### src/rtl/ica_pkg.sv
// Package of the axis command acceptance block: map, codes, carriers.
// Assumes one 100 MHz core clock and a 32-bit AHB-Lite register bus.
package ica_pkg;

	// Register byte offsets
	localparam logic [7:0] OFS_CTRL = 8'h00;
	localparam logic [7:0] OFS_REQ = 8'h04;
	localparam logic [7:0] OFS_PROG = 8'h08;
	localparam logic [7:0] OFS_OPND = 8'h0C;
	localparam logic [7:0] OFS_TGT_LO = 8'h10;
	localparam logic [7:0] OFS_TGT_HI = 8'h14;
	localparam logic [7:0] OFS_TGT_IMM = 8'h18;
	localparam logic [7:0] OFS_SPEED = 8'h1C;
	localparam logic [7:0] OFS_STATUS = 8'h20;
	localparam logic [7:0] OFS_ERRCODE = 8'h24;
	localparam logic [7:0] OFS_AXERR = 8'h28;
	localparam logic [7:0] OFS_IRQ_STAT = 8'h2C;
	localparam logic [7:0] OFS_IRQ_MASK = 8'h30;

	// Command bit positions in REQ and PROG
	localparam int CMD_N = 9;
	localparam int C_TGT = 0;
	localparam int C_HALT = 1;
	localparam int C_VEL = 2;
	localparam int C_TABLE = 3;
	localparam int C_DIRECT = 4;
	localparam int C_CONC = 5;
	localparam int C_ORIGIN = 6;
	localparam int C_INCH = 7;
	localparam int C_ABS = 8;
	// Commands that execute on a rising edge only
	localparam logic [8:0] PULSE_CMDS = 9'h17D;
	// Commands of the start family
	localparam logic [8:0] START_CMDS = 9'h1F8;
	// Commands that read an operand location
	localparam logic [8:0] OPND_CMDS = 9'h115;

	// CTRL fields
	localparam int CTRL_ENABLE = 0;
	localparam int CTRL_SUBCTX = 1;
	// STATUS fields
	localparam int ST_OPERR = 0;
	localparam int ST_STARTREQ = 1;
	localparam int ST_RUNSTART = 2;
	localparam int ST_DONE = 3;
	localparam int ST_HALT = 4;
	localparam int ST_STATE_LSB = 16;
	// Interrupt event bits
	localparam int EV_N = 4;
	localparam int EV_OPERR = 0;
	localparam int EV_AXERR = 1;
	localparam int EV_START = 2;
	localparam int EV_LOAD = 3;

	// Operand location code meaning an immediate constant
	localparam logic [7:0] LOC_IMM = 8'hFF;

	// Axis operation state codes (signed)
	localparam logic signed [15:0] AS_STANDBY = 16'sh0000;
	localparam logic signed [15:0] AS_STOPPED = 16'sh0001;
	localparam logic signed [15:0] AS_ERROR = -16'sh0001;
	localparam logic signed [15:0] AS_DEC_HALT = 16'sh0007;
	localparam logic signed [15:0] AS_DEC_INCH = 16'sh0008;
	localparam logic signed [15:0] AS_ANALYZE = 16'sh000B;

	// Error codes
	localparam logic [15:0] ERR_BAD_LOC = 16'd4101;
	localparam logic [15:0] ERR_NOT_USED = 16'd4116;
	localparam logic [15:0] AXERR_HALT_ON = 16'd1102;

	// Timing
	localparam int CLK_HZ = 100000000;
	localparam int SCAN_US = 10;
	localparam int SCAN_CYC = CLK_HZ / 1000000 * SCAN_US;
	localparam logic [31:0] SPEED_MAX = 32'd200000;

	// Request toward the motion profile generator
	typedef struct packed {
		logic start;
		logic [3:0] kind;
		logic target_load;
		logic [31:0] target;
		logic speed_load;
		logic [31:0] speed;
		logic halt;
		logic inch;
	} ica_motion_req_t;

	// Status from the motion profile generator
	typedef struct packed {
		logic signed [15:0] state;
		logic start_taken;
		logic run_start;
		logic finished;
		logic halt_finished;
	} ica_motion_stat_t;

endpackage

### src/rtl/ica_scan_tick.sv
// Scan tick divider: one-cycle enable pulse every DIV core cycles.
// Assumes a single clock; the pulse paces all command evaluation.
`timescale 1ns/10ps
`default_nettype none
module ica_scan_tick #(
	parameter int DIV = 1000
) (
	input wire logic clk,
	input wire logic rst,
	output logic tick
);
	logic [15:0] cnt_r;

	// Free running down counter
	always_ff @(posedge clk or posedge rst) begin
		if (rst) begin
			cnt_r <= 16'h0000;
		end else if (cnt_r == 16'h0000) begin
			cnt_r <= 16'(DIV - 1);
		end else begin
			cnt_r <= cnt_r - 16'h0001;
		end
	end

	assign tick = (cnt_r == 16'h0000);
endmodule
`default_nettype wire

### src/rtl/ica_edge_det.sv
// Per-command rising edge detector sampled at scan ticks.
// Assumes req is a same-clock level; sub marks interrupt/subroutine use.
`timescale 1ns/10ps
`default_nettype none
module ica_edge_det #(
	parameter int N = 9,
	parameter logic [N-1:0] PULSE = '1
) (
	input wire logic clk,
	input wire logic rst,
	input wire logic tick,
	input wire logic sub,
	input wire logic [N-1:0] req,
	output logic [N-1:0] rise
);
	logic [N-1:0] prev_r;
	logic [N-1:0] armed_r;

	genvar i;
	generate
		for (i = 0; i < N; i++) begin : g_bit
			logic edge_w;
			assign edge_w = tick & req[i] & ~prev_r[i];
			// Pulse commands in sub context skip their first edge
			assign rise[i] = edge_w & (~PULSE[i] | ~sub | armed_r[i]);
			always_ff @(posedge clk or posedge rst) begin
				if (rst) begin
					prev_r[i] <= 1'b0;
					armed_r[i] <= 1'b0;
				end else if (tick) begin
					prev_r[i] <= req[i];
					if (edge_w & sub) begin
						armed_r[i] <= 1'b1;
					end
				end
			end
		end
	endgenerate
endmodule
`default_nettype wire

### src/rtl/ica_top.sv
// Axis command acceptance: AHB-Lite registers, scan-paced command checks.
// Assumes a motion profile generator on the same clock drives MOTION_STAT.
//
// Chosen here: the register offsets and register access over AHB-Lite.
`timescale 1ns/10ps
`default_nettype none
// Operation
// - Target change loads the new signed 32-bit pulse target.
// - Target comes as immediate word or low then high 16-bit words.
// - Stop, speed and target changes ignored in idle-type axis states.
// - Operation failures set the error flag and store the code.
// - Unusable operand location reports code 4101.
// - Axis not configured in use reports code 4116.
// - Start commands ignored while the start-request flag is set.
// - Start accepted after request flag clears, despite run-start flag.
// - Jog and stop evaluated every scan, raising errors even inactive.
// - Pulse commands execute only on a request rising edge.
// - In sub context pulse commands run from the second edge.
// - Start while stop active is refused with axis error 1102.
// - Stop-caused deceleration end leaves positioning-done cleared.
// - Out-of-range speed drives the axis at its speed limit.
module ica_top
	import ica_pkg::*;
#(
	parameter int SCAN_DIV = SCAN_CYC,
	parameter logic [7:0] LOC_COUNT = 8'h10,
	parameter logic [31:0] SPEED_LIMIT = SPEED_MAX
) (
	input wire logic CORE_CLK,
	input wire logic SYS_RST,
	input wire logic HSEL,
	input wire logic [31:0] HADDR,
	input wire logic [1:0] HTRANS,
	input wire logic HWRITE,
	input wire logic [2:0] HSIZE,
	input wire logic [31:0] HWDATA,
	input wire logic HREADY,
	output logic [31:0] HRDATA,
	output logic HREADYOUT,
	output logic HRESP,
	input wire ica_pkg::ica_motion_stat_t MOTION_STAT,
	output ica_pkg::ica_motion_req_t MOTION_REQ,
	output logic IRQ
);
	import ica_pkg::*;

	// Bus phase registers
	logic wr_pend_r;
	logic rd_pend_r;
	logic [7:0] addr_r;
	// Software registers
	logic [1:0] ctrl_r;
	logic [8:0] req_r;
	logic [8:0] prog_r;
	logic [7:0] opnd_r;
	logic [15:0] tgt_lo_r;
	logic [15:0] tgt_hi_r;
	logic [31:0] tgt_imm_r;
	logic [31:0] speed_r;
	logic [3:0] irq_mask_r;
	// Block state
	logic op_err_r;
	logic [15:0] op_code_r;
	logic [15:0] ax_err_r;
	logic start_req_r;
	logic done_r;
	logic halt_act_r;
	logic halt_stop_r;
	logic [3:0] irq_stat_r;
	ica_motion_req_t mreq_r;

	// Address phase capture
	wire addr_ok = HSEL & HTRANS[1] & HREADY;
	wire [7:0] waddr = addr_r;

	always_ff @(posedge CORE_CLK or posedge SYS_RST) begin
		if (SYS_RST) begin
			wr_pend_r <= 1'b0;
			rd_pend_r <= 1'b0;
			addr_r <= 8'h00;
		end else begin
			wr_pend_r <= addr_ok & HWRITE;
			rd_pend_r <= addr_ok & ~HWRITE;
			if (addr_ok) begin
				addr_r <= HADDR[7:0];
			end
		end
	end

	// Write strobes per register
	wire we_ctrl = wr_pend_r & (waddr == OFS_CTRL);
	wire we_req = wr_pend_r & (waddr == OFS_REQ);
	wire we_prog = wr_pend_r & (waddr == OFS_PROG);
	wire we_opnd = wr_pend_r & (waddr == OFS_OPND);
	wire we_tlo = wr_pend_r & (waddr == OFS_TGT_LO);
	wire we_thi = wr_pend_r & (waddr == OFS_TGT_HI);
	wire we_timm = wr_pend_r & (waddr == OFS_TGT_IMM);
	wire we_speed = wr_pend_r & (waddr == OFS_SPEED);
	wire we_stat = wr_pend_r & (waddr == OFS_STATUS);
	wire we_istat = wr_pend_r & (waddr == OFS_IRQ_STAT);
	wire we_imask = wr_pend_r & (waddr == OFS_IRQ_MASK);

	// Plain software registers
	always_ff @(posedge CORE_CLK or posedge SYS_RST) begin
		if (SYS_RST) begin
			ctrl_r <= 2'h0;
			req_r <= 9'h000;
			prog_r <= 9'h000;
			opnd_r <= LOC_IMM;
			tgt_lo_r <= 16'h0000;
			tgt_hi_r <= 16'h0000;
			tgt_imm_r <= 32'h0000_0000;
			speed_r <= 32'h0000_0000;
			irq_mask_r <= 4'h0;
		end else begin
			if (we_ctrl) ctrl_r <= HWDATA[1:0];
			if (we_req) req_r <= HWDATA[8:0];
			if (we_prog) prog_r <= HWDATA[8:0];
			if (we_opnd) opnd_r <= HWDATA[7:0];
			if (we_tlo) tgt_lo_r <= HWDATA[15:0];
			if (we_thi) tgt_hi_r <= HWDATA[15:0];
			if (we_timm) tgt_imm_r <= HWDATA;
			if (we_speed) speed_r <= HWDATA;
			if (we_imask) irq_mask_r <= HWDATA[3:0];
		end
	end

	// Scan pacing and edge detection
	logic tick;
	logic [8:0] rise;

	ica_scan_tick #(.DIV(SCAN_DIV)) u_tick (
		.clk(CORE_CLK),
		.rst(SYS_RST),
		.tick(tick)
	);

	ica_edge_det #(.N(CMD_N), .PULSE(PULSE_CMDS)) u_edge (
		.clk(CORE_CLK),
		.rst(SYS_RST),
		.tick(tick),
		.sub(ctrl_r[CTRL_SUBCTX]),
		.req(req_r),
		.rise(rise)
	);

	// Axis state decode, signed compare
	wire signed [15:0] ax_state = MOTION_STAT.state;
	wire idle_state = (ax_state == AS_STANDBY) | (ax_state == AS_STOPPED)
		| (ax_state == AS_ERROR) | (ax_state == AS_DEC_HALT)
		| (ax_state == AS_DEC_INCH) | (ax_state == AS_ANALYZE);

	// Jog and stop looked at every scan when present in the program
	wire lvl_eval = tick & (prog_r[C_HALT] | prog_r[C_INCH]);
	wire [8:0] fire = rise & ~(9'h1 << C_HALT);
	wire any_fire = |fire;
	wire enabled = ctrl_r[CTRL_ENABLE];

	// Lowest numbered firing command wins the scan
	logic [3:0] sel;
	always_comb begin
		sel = 4'h0;
		for (int k = CMD_N - 1; k >= 0; k--) begin
			if (fire[k]) sel = 4'(k);
		end
	end

	wire bad_loc = (opnd_r != LOC_IMM) & (opnd_r >= LOC_COUNT);
	wire is_start = START_CMDS[sel];
	wire not_used = ~enabled & (any_fire | lvl_eval);
	wire loc_err = enabled & any_fire & OPND_CMDS[sel] & bad_loc;
	wire op_fail = not_used | loc_err;
	wire cmd_ok = enabled & any_fire & ~loc_err;
	// Start family acceptance
	wire st_busy = cmd_ok & is_start & start_req_r;
	wire st_halt = cmd_ok & is_start & ~start_req_r & halt_act_r;
	wire st_go = cmd_ok & is_start & ~start_req_r & ~halt_act_r;
	// Changes honoured only in a moving state
	wire tgt_go = cmd_ok & (sel == 4'(C_TGT)) & ~idle_state;
	wire vel_go = cmd_ok & (sel == 4'(C_VEL)) & ~idle_state;
	// New target from immediate or word pair, low word first
	wire [31:0] new_tgt = (opnd_r == LOC_IMM) ? tgt_imm_r
		: {tgt_hi_r, tgt_lo_r};
	// Speed beyond range runs at the limit
	wire [31:0] new_spd = (speed_r > SPEED_MAX) ? SPEED_LIMIT
		: speed_r;

	// Operation error flag and code, set beats clear
	always_ff @(posedge CORE_CLK or posedge SYS_RST) begin
		if (SYS_RST) begin
			op_err_r <= 1'b0;
			op_code_r <= 16'h0000;
		end else if (op_fail) begin
			op_err_r <= 1'b1;
			op_code_r <= not_used ? ERR_NOT_USED : ERR_BAD_LOC;
		end else if (we_stat & HWDATA[ST_OPERR]) begin
			op_err_r <= 1'b0;
		end
	end

	// Axis error code stays until a start is accepted
	always_ff @(posedge CORE_CLK or posedge SYS_RST) begin
		if (SYS_RST) begin
			ax_err_r <= 16'h0000;
		end else if (st_halt) begin
			ax_err_r <= AXERR_HALT_ON;
		end else if (st_go) begin
			ax_err_r <= 16'h0000;
		end
	end

	// Start request flag, stop level, completion flag
	always_ff @(posedge CORE_CLK or posedge SYS_RST) begin
		if (SYS_RST) begin
			start_req_r <= 1'b0;
			halt_act_r <= 1'b0;
			halt_stop_r <= 1'b0;
			done_r <= 1'b0;
		end else begin
			if (st_go) begin
				start_req_r <= 1'b1;
			end else if (MOTION_STAT.start_taken) begin
				start_req_r <= 1'b0;
			end
			// Stop level sampled once per scan
			if (lvl_eval) begin
				halt_act_r <= enabled & prog_r[C_HALT] & req_r[C_HALT]
					& (~idle_state | halt_act_r);
			end
			if (halt_act_r & ~idle_state) begin
				halt_stop_r <= 1'b1;
			end else if (st_go) begin
				halt_stop_r <= 1'b0;
			end
			if (st_go) begin
				done_r <= 1'b0;
			end else if (MOTION_STAT.halt_finished) begin
				done_r <= 1'b0;
			end else if (MOTION_STAT.finished & ~halt_stop_r) begin
				done_r <= 1'b1;
			end
		end
	end

	// Requests toward the motion generator
	always_ff @(posedge CORE_CLK or posedge SYS_RST) begin
		if (SYS_RST) begin
			mreq_r <= '0;
		end else begin
			mreq_r.start <= st_go;
			mreq_r.target_load <= tgt_go;
			mreq_r.speed_load <= vel_go;
			if (st_go) mreq_r.kind <= sel;
			if (tgt_go) mreq_r.target <= new_tgt;
			if (vel_go | st_go) mreq_r.speed <= new_spd;
			mreq_r.halt <= halt_act_r;
			if (lvl_eval) begin
				mreq_r.inch <= enabled & prog_r[C_INCH] & req_r[C_INCH];
			end
		end
	end

	assign MOTION_REQ = mreq_r;

	// Interrupt events, write one to clear, set beats clear
	wire [3:0] ev;
	assign ev[EV_OPERR] = op_fail;
	assign ev[EV_AXERR] = st_halt;
	assign ev[EV_START] = st_go;
	assign ev[EV_LOAD] = tgt_go | vel_go;
	wire [3:0] clr = we_istat ? HWDATA[3:0] : 4'h0;

	always_ff @(posedge CORE_CLK or posedge SYS_RST) begin
		if (SYS_RST) begin
			irq_stat_r <= 4'h0;
		end else begin
			irq_stat_r <= (irq_stat_r & ~clr) | ev;
		end
	end

	assign IRQ = |(irq_stat_r & irq_mask_r);

	// Status word
	wire [31:0] status_w = {ax_state, 11'h000, halt_act_r, done_r,
		MOTION_STAT.run_start, start_req_r, op_err_r};

	// Read data mux, zero for unmapped offsets and outside a read
	always_comb begin
		case (addr_r)
			OFS_CTRL: HRDATA = {30'h0, ctrl_r};
			OFS_REQ: HRDATA = {23'h0, req_r};
			OFS_PROG: HRDATA = {23'h0, prog_r};
			OFS_OPND: HRDATA = {24'h0, opnd_r};
			OFS_TGT_LO: HRDATA = {16'h0, tgt_lo_r};
			OFS_TGT_HI: HRDATA = {16'h0, tgt_hi_r};
			OFS_TGT_IMM: HRDATA = tgt_imm_r;
			OFS_SPEED: HRDATA = speed_r;
			OFS_STATUS: HRDATA = status_w;
			OFS_ERRCODE: HRDATA = {16'h0, op_code_r};
			OFS_AXERR: HRDATA = {16'h0, ax_err_r};
			OFS_IRQ_STAT: HRDATA = {28'h0, irq_stat_r};
			OFS_IRQ_MASK: HRDATA = {28'h0, irq_mask_r};
			default: HRDATA = 32'h0000_0000;
		endcase
		if (!rd_pend_r) begin
			HRDATA = 32'h0000_0000;
		end
	end

	// Zero wait state, always OKAY
	assign HREADYOUT = 1'b1;
	assign HRESP = 1'b0;
endmodule
`default_nettype wire

### config.mk
export PLATFORM = sky130hd
export DESIGN_NAME = ica_top
export DESIGN_NICKNAME = d
export VERILOG_FILES = /design/src/rtl/ica_pkg.sv /design/src/rtl/ica_scan_tick.sv /design/src/rtl/ica_edge_det.sv /design/src/rtl/ica_top.sv
export SDC_FILE = /design/constraint.sdc
export NUM_CORES = 1
export LEC_CHECK = 0
export ABC_AREA = 0
export BUFFER_PORTS_ARGS = -buffer_cell sky130_fd_sc_hd__buf_2
export CAP_MARGIN = 0
export CORE_ASPECT_RATIO = 0.6
export CORE_MARGIN = 5
export CORE_UTILIZATION = 51
export CTS_BUF_LIST = sky130_fd_sc_hd__clkbuf_8
export DETAILED_ROUTE_END_ITERATION = 7
export GPL_TIMING_DRIVEN = 1
export PLACE_DENSITY_LB_ADDON = 0.2
export SYNTH_ARGS = -nofsm -noshare
export SYNTH_HDL_FRONTEND = slang
export SYNTH_SLANG_ARGS = --single-unit
### constraint.sdc
create_clock -name CORE_CLK -period 11.8 [get_ports CORE_CLK]
set_input_delay 1.77 -clock CORE_CLK [delete_from_list [all_inputs] [get_ports CORE_CLK]]
set_output_delay 1.77 -clock CORE_CLK [all_outputs]
set_load 0.02 [all_outputs]
### Word level (Yosys, flattened, before mapping)

Memories as Yosys holds them, arrays and structs flattened.
Cells that the tools add are included.

* memories: 2
* memory bits (read-only): 32
* word-level logic and storage cells: 222
* bits of input ports: 94
* register bits: 283
* output and inout port bits: 108

Memory list
* (no name shown): words 16, bits a word 1, read ports 1, clocked after memory_dff 0, wr ports 0, RTL line ica_top.sv:171 `wire loc_err = enabled & any_fire & OPND_CMDS[sel] & bad_loc;`
* (no name shown): words 16, bits a word 1, read ports 1, clocked after memory_dff 0, wr ports 0, RTL line ica_top.sv:169 `wire is_start = START_CMDS[sel];`

* reductions and logical operators: 18
* add/sub/neg operators: 1
* bitwise gates (word level): 106
* mux-type cells: 28
* magnitude comparators: 3
* eq/ne operators: 20

Operator list (number)
* 32-bit one-hot mux with 13 select lines: 1
* 32-bit two-way mux: 3
* 1-bit AND: 68
* 16-bit two-way mux: 3
* 8-bit by 6-bit equality test with 1-bit output, second input constant: 5
* 4-bit two-way mux: 9
* 16-bit by 5-bit equality test with 1-bit output, second input constant: 2
* 8-bit by 5-bit equality test with 1-bit output, second input constant: 4
* 32-bit by 18-bit greater-than comparator with 1-bit output, second input constant: 1
* 16-bit zero test: 2
* 1-bit bitwise OR: 18
* 16-bit by 1-bit equality test with 1-bit output, second input constant: 1
* 16-bit by 2-bit equality test with 1-bit output, second input constant: 1
* 16-bit by 4-bit equality test with 1-bit output, second input constant: 1
* 8-bit by 4-bit equality test with 1-bit output, second input constant: 2
* 1-bit NOT: 16
* 16-bit by 1-bit subtractor with 16-bit output, second input constant: 1
* 2-bit AND reduction: 7
* 1-bit two-way mux: 11
* 4-bit AND: 2
* 8-bit by 3-bit equality test with 1-bit output, second input constant: 1
* 8-bit equality test, second input constant: 1
* 8-bit by 5-bit greater-or-equal comparator with 1-bit output, second input constant: 1
* 8-bit zero test: 1
* 11 further kinds: 14

### Depth between registers and ports, before layout

* word-level depth: 23
* gate-level depth with buffers: 11
* depth with buffers taken out: 9

### Cells and area by module

A second synthesis with hierarchy kept.

* cells, all modules: 1003
* area, all modules: 11728.7 um^2

By module, submodules not included
* ica_top: cells each 858, seq. area each 5615.4 um^2, area an instance 10199.8 um^2, times used 1
* ica_scan_tick: cells each 78, seq. area each 400.4 um^2, area an instance 808.3 um^2, times used 1
* ica_edge_det: cells each 67, seq. area each 400.4 um^2, area an instance 720.7 um^2, times used 1

### Least setup slack after synthesis

OpenSTA, ideal clock, no wires.

* kind: input-to-output
* from: input port MOTION_STAT[2] (netlist name)
* to: output port HRDATA[2]
* required time: 10.030 ns
* cell stages on the path: 2
* path buffers: 0
* arrival time: 2.292 ns
* slack: 7.738 ns
* cells stage by stage: a222oi_1 a31oi_1

* word-level cells in the longest chain between the ends: 2

RTL lines
* from (decl): RTL line ica_top.sv:41 `input wire ica_pkg::ica_motion_stat_t MOTION_STAT,`
* 32-bit one-hot mux with 13 select lines: RTL line ica_top.sv:289 `case (addr_r)`
* 32-bit two-way mux: RTL line ica_top.sv:305 `if (!rd_pend_r) begin`
* to (decl): RTL line ica_top.sv:38 `output logic [31:0] HRDATA,`

No other way between the ends.

### Worst setup path in the final report

* from: register addr_r[1]
* to: output port HRDATA[0]

* word-level cells in the longest chain between the ends: 3
* elaborated cells between the ends (all ways): 15
* those cells by class: 12 x eq/ne; 2 x mux; 1 x reduce/logical

RTL lines
* from (decl): RTL line ica_top.sv:50 `logic [7:0] addr_r;`
* from (signal assigned): RTL line ica_top.sv:85 `addr_r <= HADDR[7:0];`
* 8-bit by 6-bit equality test with 1-bit output, or another cell as far along: RTL line ica_top.sv:289
* 32-bit one-hot mux with 13 select lines (*): RTL line ica_top.sv:289
* 32-bit two-way mux (*): RTL line ica_top.sv:305

Every way passes the cells marked *; elsewhere a longest branch is shown, timed or not.

==> summary.txt <==
Status
  • Status: finished with violations
  • Violated checks: DRC

Timing
  • Worst hold slack: 456.8 ps
  • TNS Setup: 0 ps
  • RSZ-0062 raised after global routing: false
  • Final period util: 44.16%
  • Fin. Hold Viols: 0
  • Final Setup Violations: 0
  • Slew Limit Fails: 0
  • Worst slew pin tran: 1084 ps
  • Min Clock Period, post-route: 5210 ps
  • Setup WS post-layout: 6590 ps
  • Fmax: 191.9 MHz
  • Worst Skew: 22.15 ps
  • Slew headroom: 27.69%

Place
  • Routability congestion estimate: 0.9234
  • Placed Area: 12720 µm²
  • Setup WS pre-CTS: 7252 ps
  • Post-detail-place hpwl: 23530 µm
  • Cell count after placement: 1441
  • PortBufs: 171

Global route
  • Pin count of the biggest net entering global routing: 135
  • First-pass GRT wire length: 51950 µm
  • GRT overflow: 0
  • GRT Util Overall: 25.77%
  • Initial antenna violation count: 2
  • Vias in the first global route: 8821

Synthesis
  • Post-Synthesis Cells: 996
  • Synth area leaders: dfrtp_1 (54%), mux2_2 (14%), nand2_1 (4.2%)
  • Syn nets: 1092
  • Top cells by count, synth: dfrtp_1 (247), mux2_2 (140), nand2_1 (128), nor2_1 (57), o21ai_0 (50)
  • Avg Cell Area, Syn: 11.59 µm²
  • Post-synth top area share: 53.55%
  • Area leader, netlist: dfrtp_1
  • Post-synth cell types: 65
  • Most frequent cell after synthesis: dfrtp_1
  • #FFs+latches synth: 255
  • Number of enable flip-flop cells after synthesis: 0
  • Warnings from Yosys: 0
  • Post-synth ARST share: 100.0%
  • Ys flop type: dfrtp_1
  • Seq/Total Area, Yosys: 55.37%
  • Post-Syn Area: 11540 µm²

Clocking
  • Htree depth: 2
  • CTS buffer count: 40
  • # clock sinks: 255
  • Clock buffer depth: 3
  • Later-pin clock latency in the skew report: 560 ps
  • Post-cts sizing count: 0
  • Hold-fix buffers, CTS: 0
  • CTS tree: built
  • Root Buffer: clkbuf_8
  • Postcts setup bufs: 0
  • CTS clk-pin slew, worst paths: 60 ps

Routing
  • Via count: 8967
  • WL per Instance: 22.33 µm
  • Total wire length: 33700 µm
  • ANT nets after route: 0
  • TritonRoute pass-1 iters: 8
  • Vias per cell: 5.942
  • Iteration-0 DRC Markers: 929
  • Drc violations: 6

Power and ir drop
  • Lkg Pwr: 6.166 nW
  • PD cells: 135.3 nW/µm²
  • Max VDD drop: 0.09507 mV

Setup path
  • Worst Setup Path Type: flop to primary output
  • Crit Path Max Fanout: 17
  • CP arrival: 3440 ps
  • Crit end category: primary output
  • Crit path required time: 10030 ps
  • CP startpoint kind: flop

Finish
  • Nets: 1271
  • Post-route cell area: 13520 µm²
  • Reg area: 6391 µm²
  • Area grow syn2layout: 17.12%
  • Share of post-route cells with drive strength above 1: 34.42%
  • Footprint of the multi-input gates: 4865 µm²
  • Final Non-Filler Cells: 1509
  • Number of fill cells: 1841

Floorplan
  • Core Footprint: 22180 µm²
  • DIE AREA: 25840 µm²
  • Die width: 204.2 µm
  • Boundary Pins: 202
  • Row Count: 42
  • Die Ht: 126.5 µm
  • Initial core utilization: 52.05%

Flow run
  • Max_cap viols: 0

Worst hold path
  • Hold WC Path Type: flop to flop
## cell families (layout without fill, tap and decap cells)
kind of cell / after synthesis / after routing / share of synthesized area [%]
buf+inv: 78 / 282 / 2.786
fa+ha+maj: 2 / 2 / 0.2168
other cells: 2 / 3 / 0.06506
simple gates: 296 / 296 / 12.36
mux: 188 / 188 / 17.86
flops: 255 / 255 / 55.37
compound gates: 166 / 166 / 10.66
xor+xnor: 9 / 9 / 0.6829
## path summary, 6_finish.rpt
check	startpoint	endpoint	slack [ps]	cells past startpoint
worst max-delay path	addr_r[1]	HRDATA[0]	6590	7
worst min-delay path	u_edge.prev_r[5]	u_edge.prev_r[5]	460	2
worst max register to register	u_tick.cnt_r[4]	MOTION_REQ[11]	8000	7
worst min register to register	u_edge.prev_r[5]	u_edge.prev_r[5]	460	2
max in group asynchronous	SYS_RST	speed_r[4]	8820	3
min in group asynchronous	SYS_RST	MOTION_REQ[31]	1420	2
## state kept, by name, indices dropped and copies added, names as in the netlist, 7 cells and up
name	cells
prog_r	9
tgt_hi_r	16
addr_r	8
u_edge.prev_r	8
u_edge.armed_r	7
tgt_lo_r	16
req_r	9
MOTION_REQ	73
opnd_r	8
tgt_imm_r	32
u_tick.cnt_r	16
speed_r	32
## placed cells by master, fill, tap and decap left out, types with 5 or more instances in the layout
| cell | count |
|---|---|
| a21oi_1 | 18 |
| a221oi_1 | 7 |
| a222oi_1 | 37 |
| a22oi_1 | 12 |
| a31o_2 | 6 |
| a31oi_1 | 10 |
| and2_1 | 15 |
| buf_2 | 171 |
| buf_4 | 13 |
| clkbuf_8 | 48 |
| dfrtp_1 | 247 |
| dfstp_2 | 8 |
| inv_1 | 41 |
| mux2_2 | 140 |
| mux2i_1 | 47 |
| nand2_1 | 128 |
| nand2b_1 | 10 |
| nand3_1 | 19 |
| nand4_1 | 7 |
| nor2_1 | 52 |
| nor2b_1 | 7 |
| nor3_1 | 8 |
| nor4_1 | 14 |
| o21ai_0 | 50 |
| or3_1 | 6 |
| xor2_1 | 5 |
## worst max-delay path: stages, from the launching register on
cell and delay (ps):
dfrtp_1 370, nor2_1 360, nand2_1 220, nor2_2 880
a22oi_1 320, and4_1 300, a21oi_1 230, buf_2 210
## layout make-up
type                       instances  share of cell area, %
sequential                       255                  47.28
multi-input combinational        663                  35.99
timing repair buffer             184                  7.053
clock buffer                      48                  4.887
tap                              308                  2.851
clock inverter                    19                  1.009
inverter                          31                 0.9163
antenna                            1                0.01851
## per-layer routing
metal | global-route usage (%) | up-vias | wire length (µm) | part of all wire, %
met4 | 5.197 | 0 | 377 | 1.1
met5 | 0 | - | 0 | 0
met2 | 33.96 | 462 | 13400 | 40
li1 | - | 3999 | - | -
met1 | 40.15 | 4467 | 15480 | 46
met3 | 10.05 | 39 | 4441 | 13
## through the flow
step | utilization, % | total power, W
finish | 60.96 | 0.001829
global route | 60.96 | 0.001903
CTS | 60.95 | 0.001843
detailed placement | 57.35 | 0.001085
global placement | 57.35 | 0.001081
floorplan | - | 0.001029
## report_power, final
group	switching, W	total [W]	internal (W)
logic	0.0000727	0.000123	0.0000501
clock network	0.000345	0.000756	0.000411
registers	0.0000385	0.000950	0.000911
No activity file was read; power rests on OpenSTA's default activity.
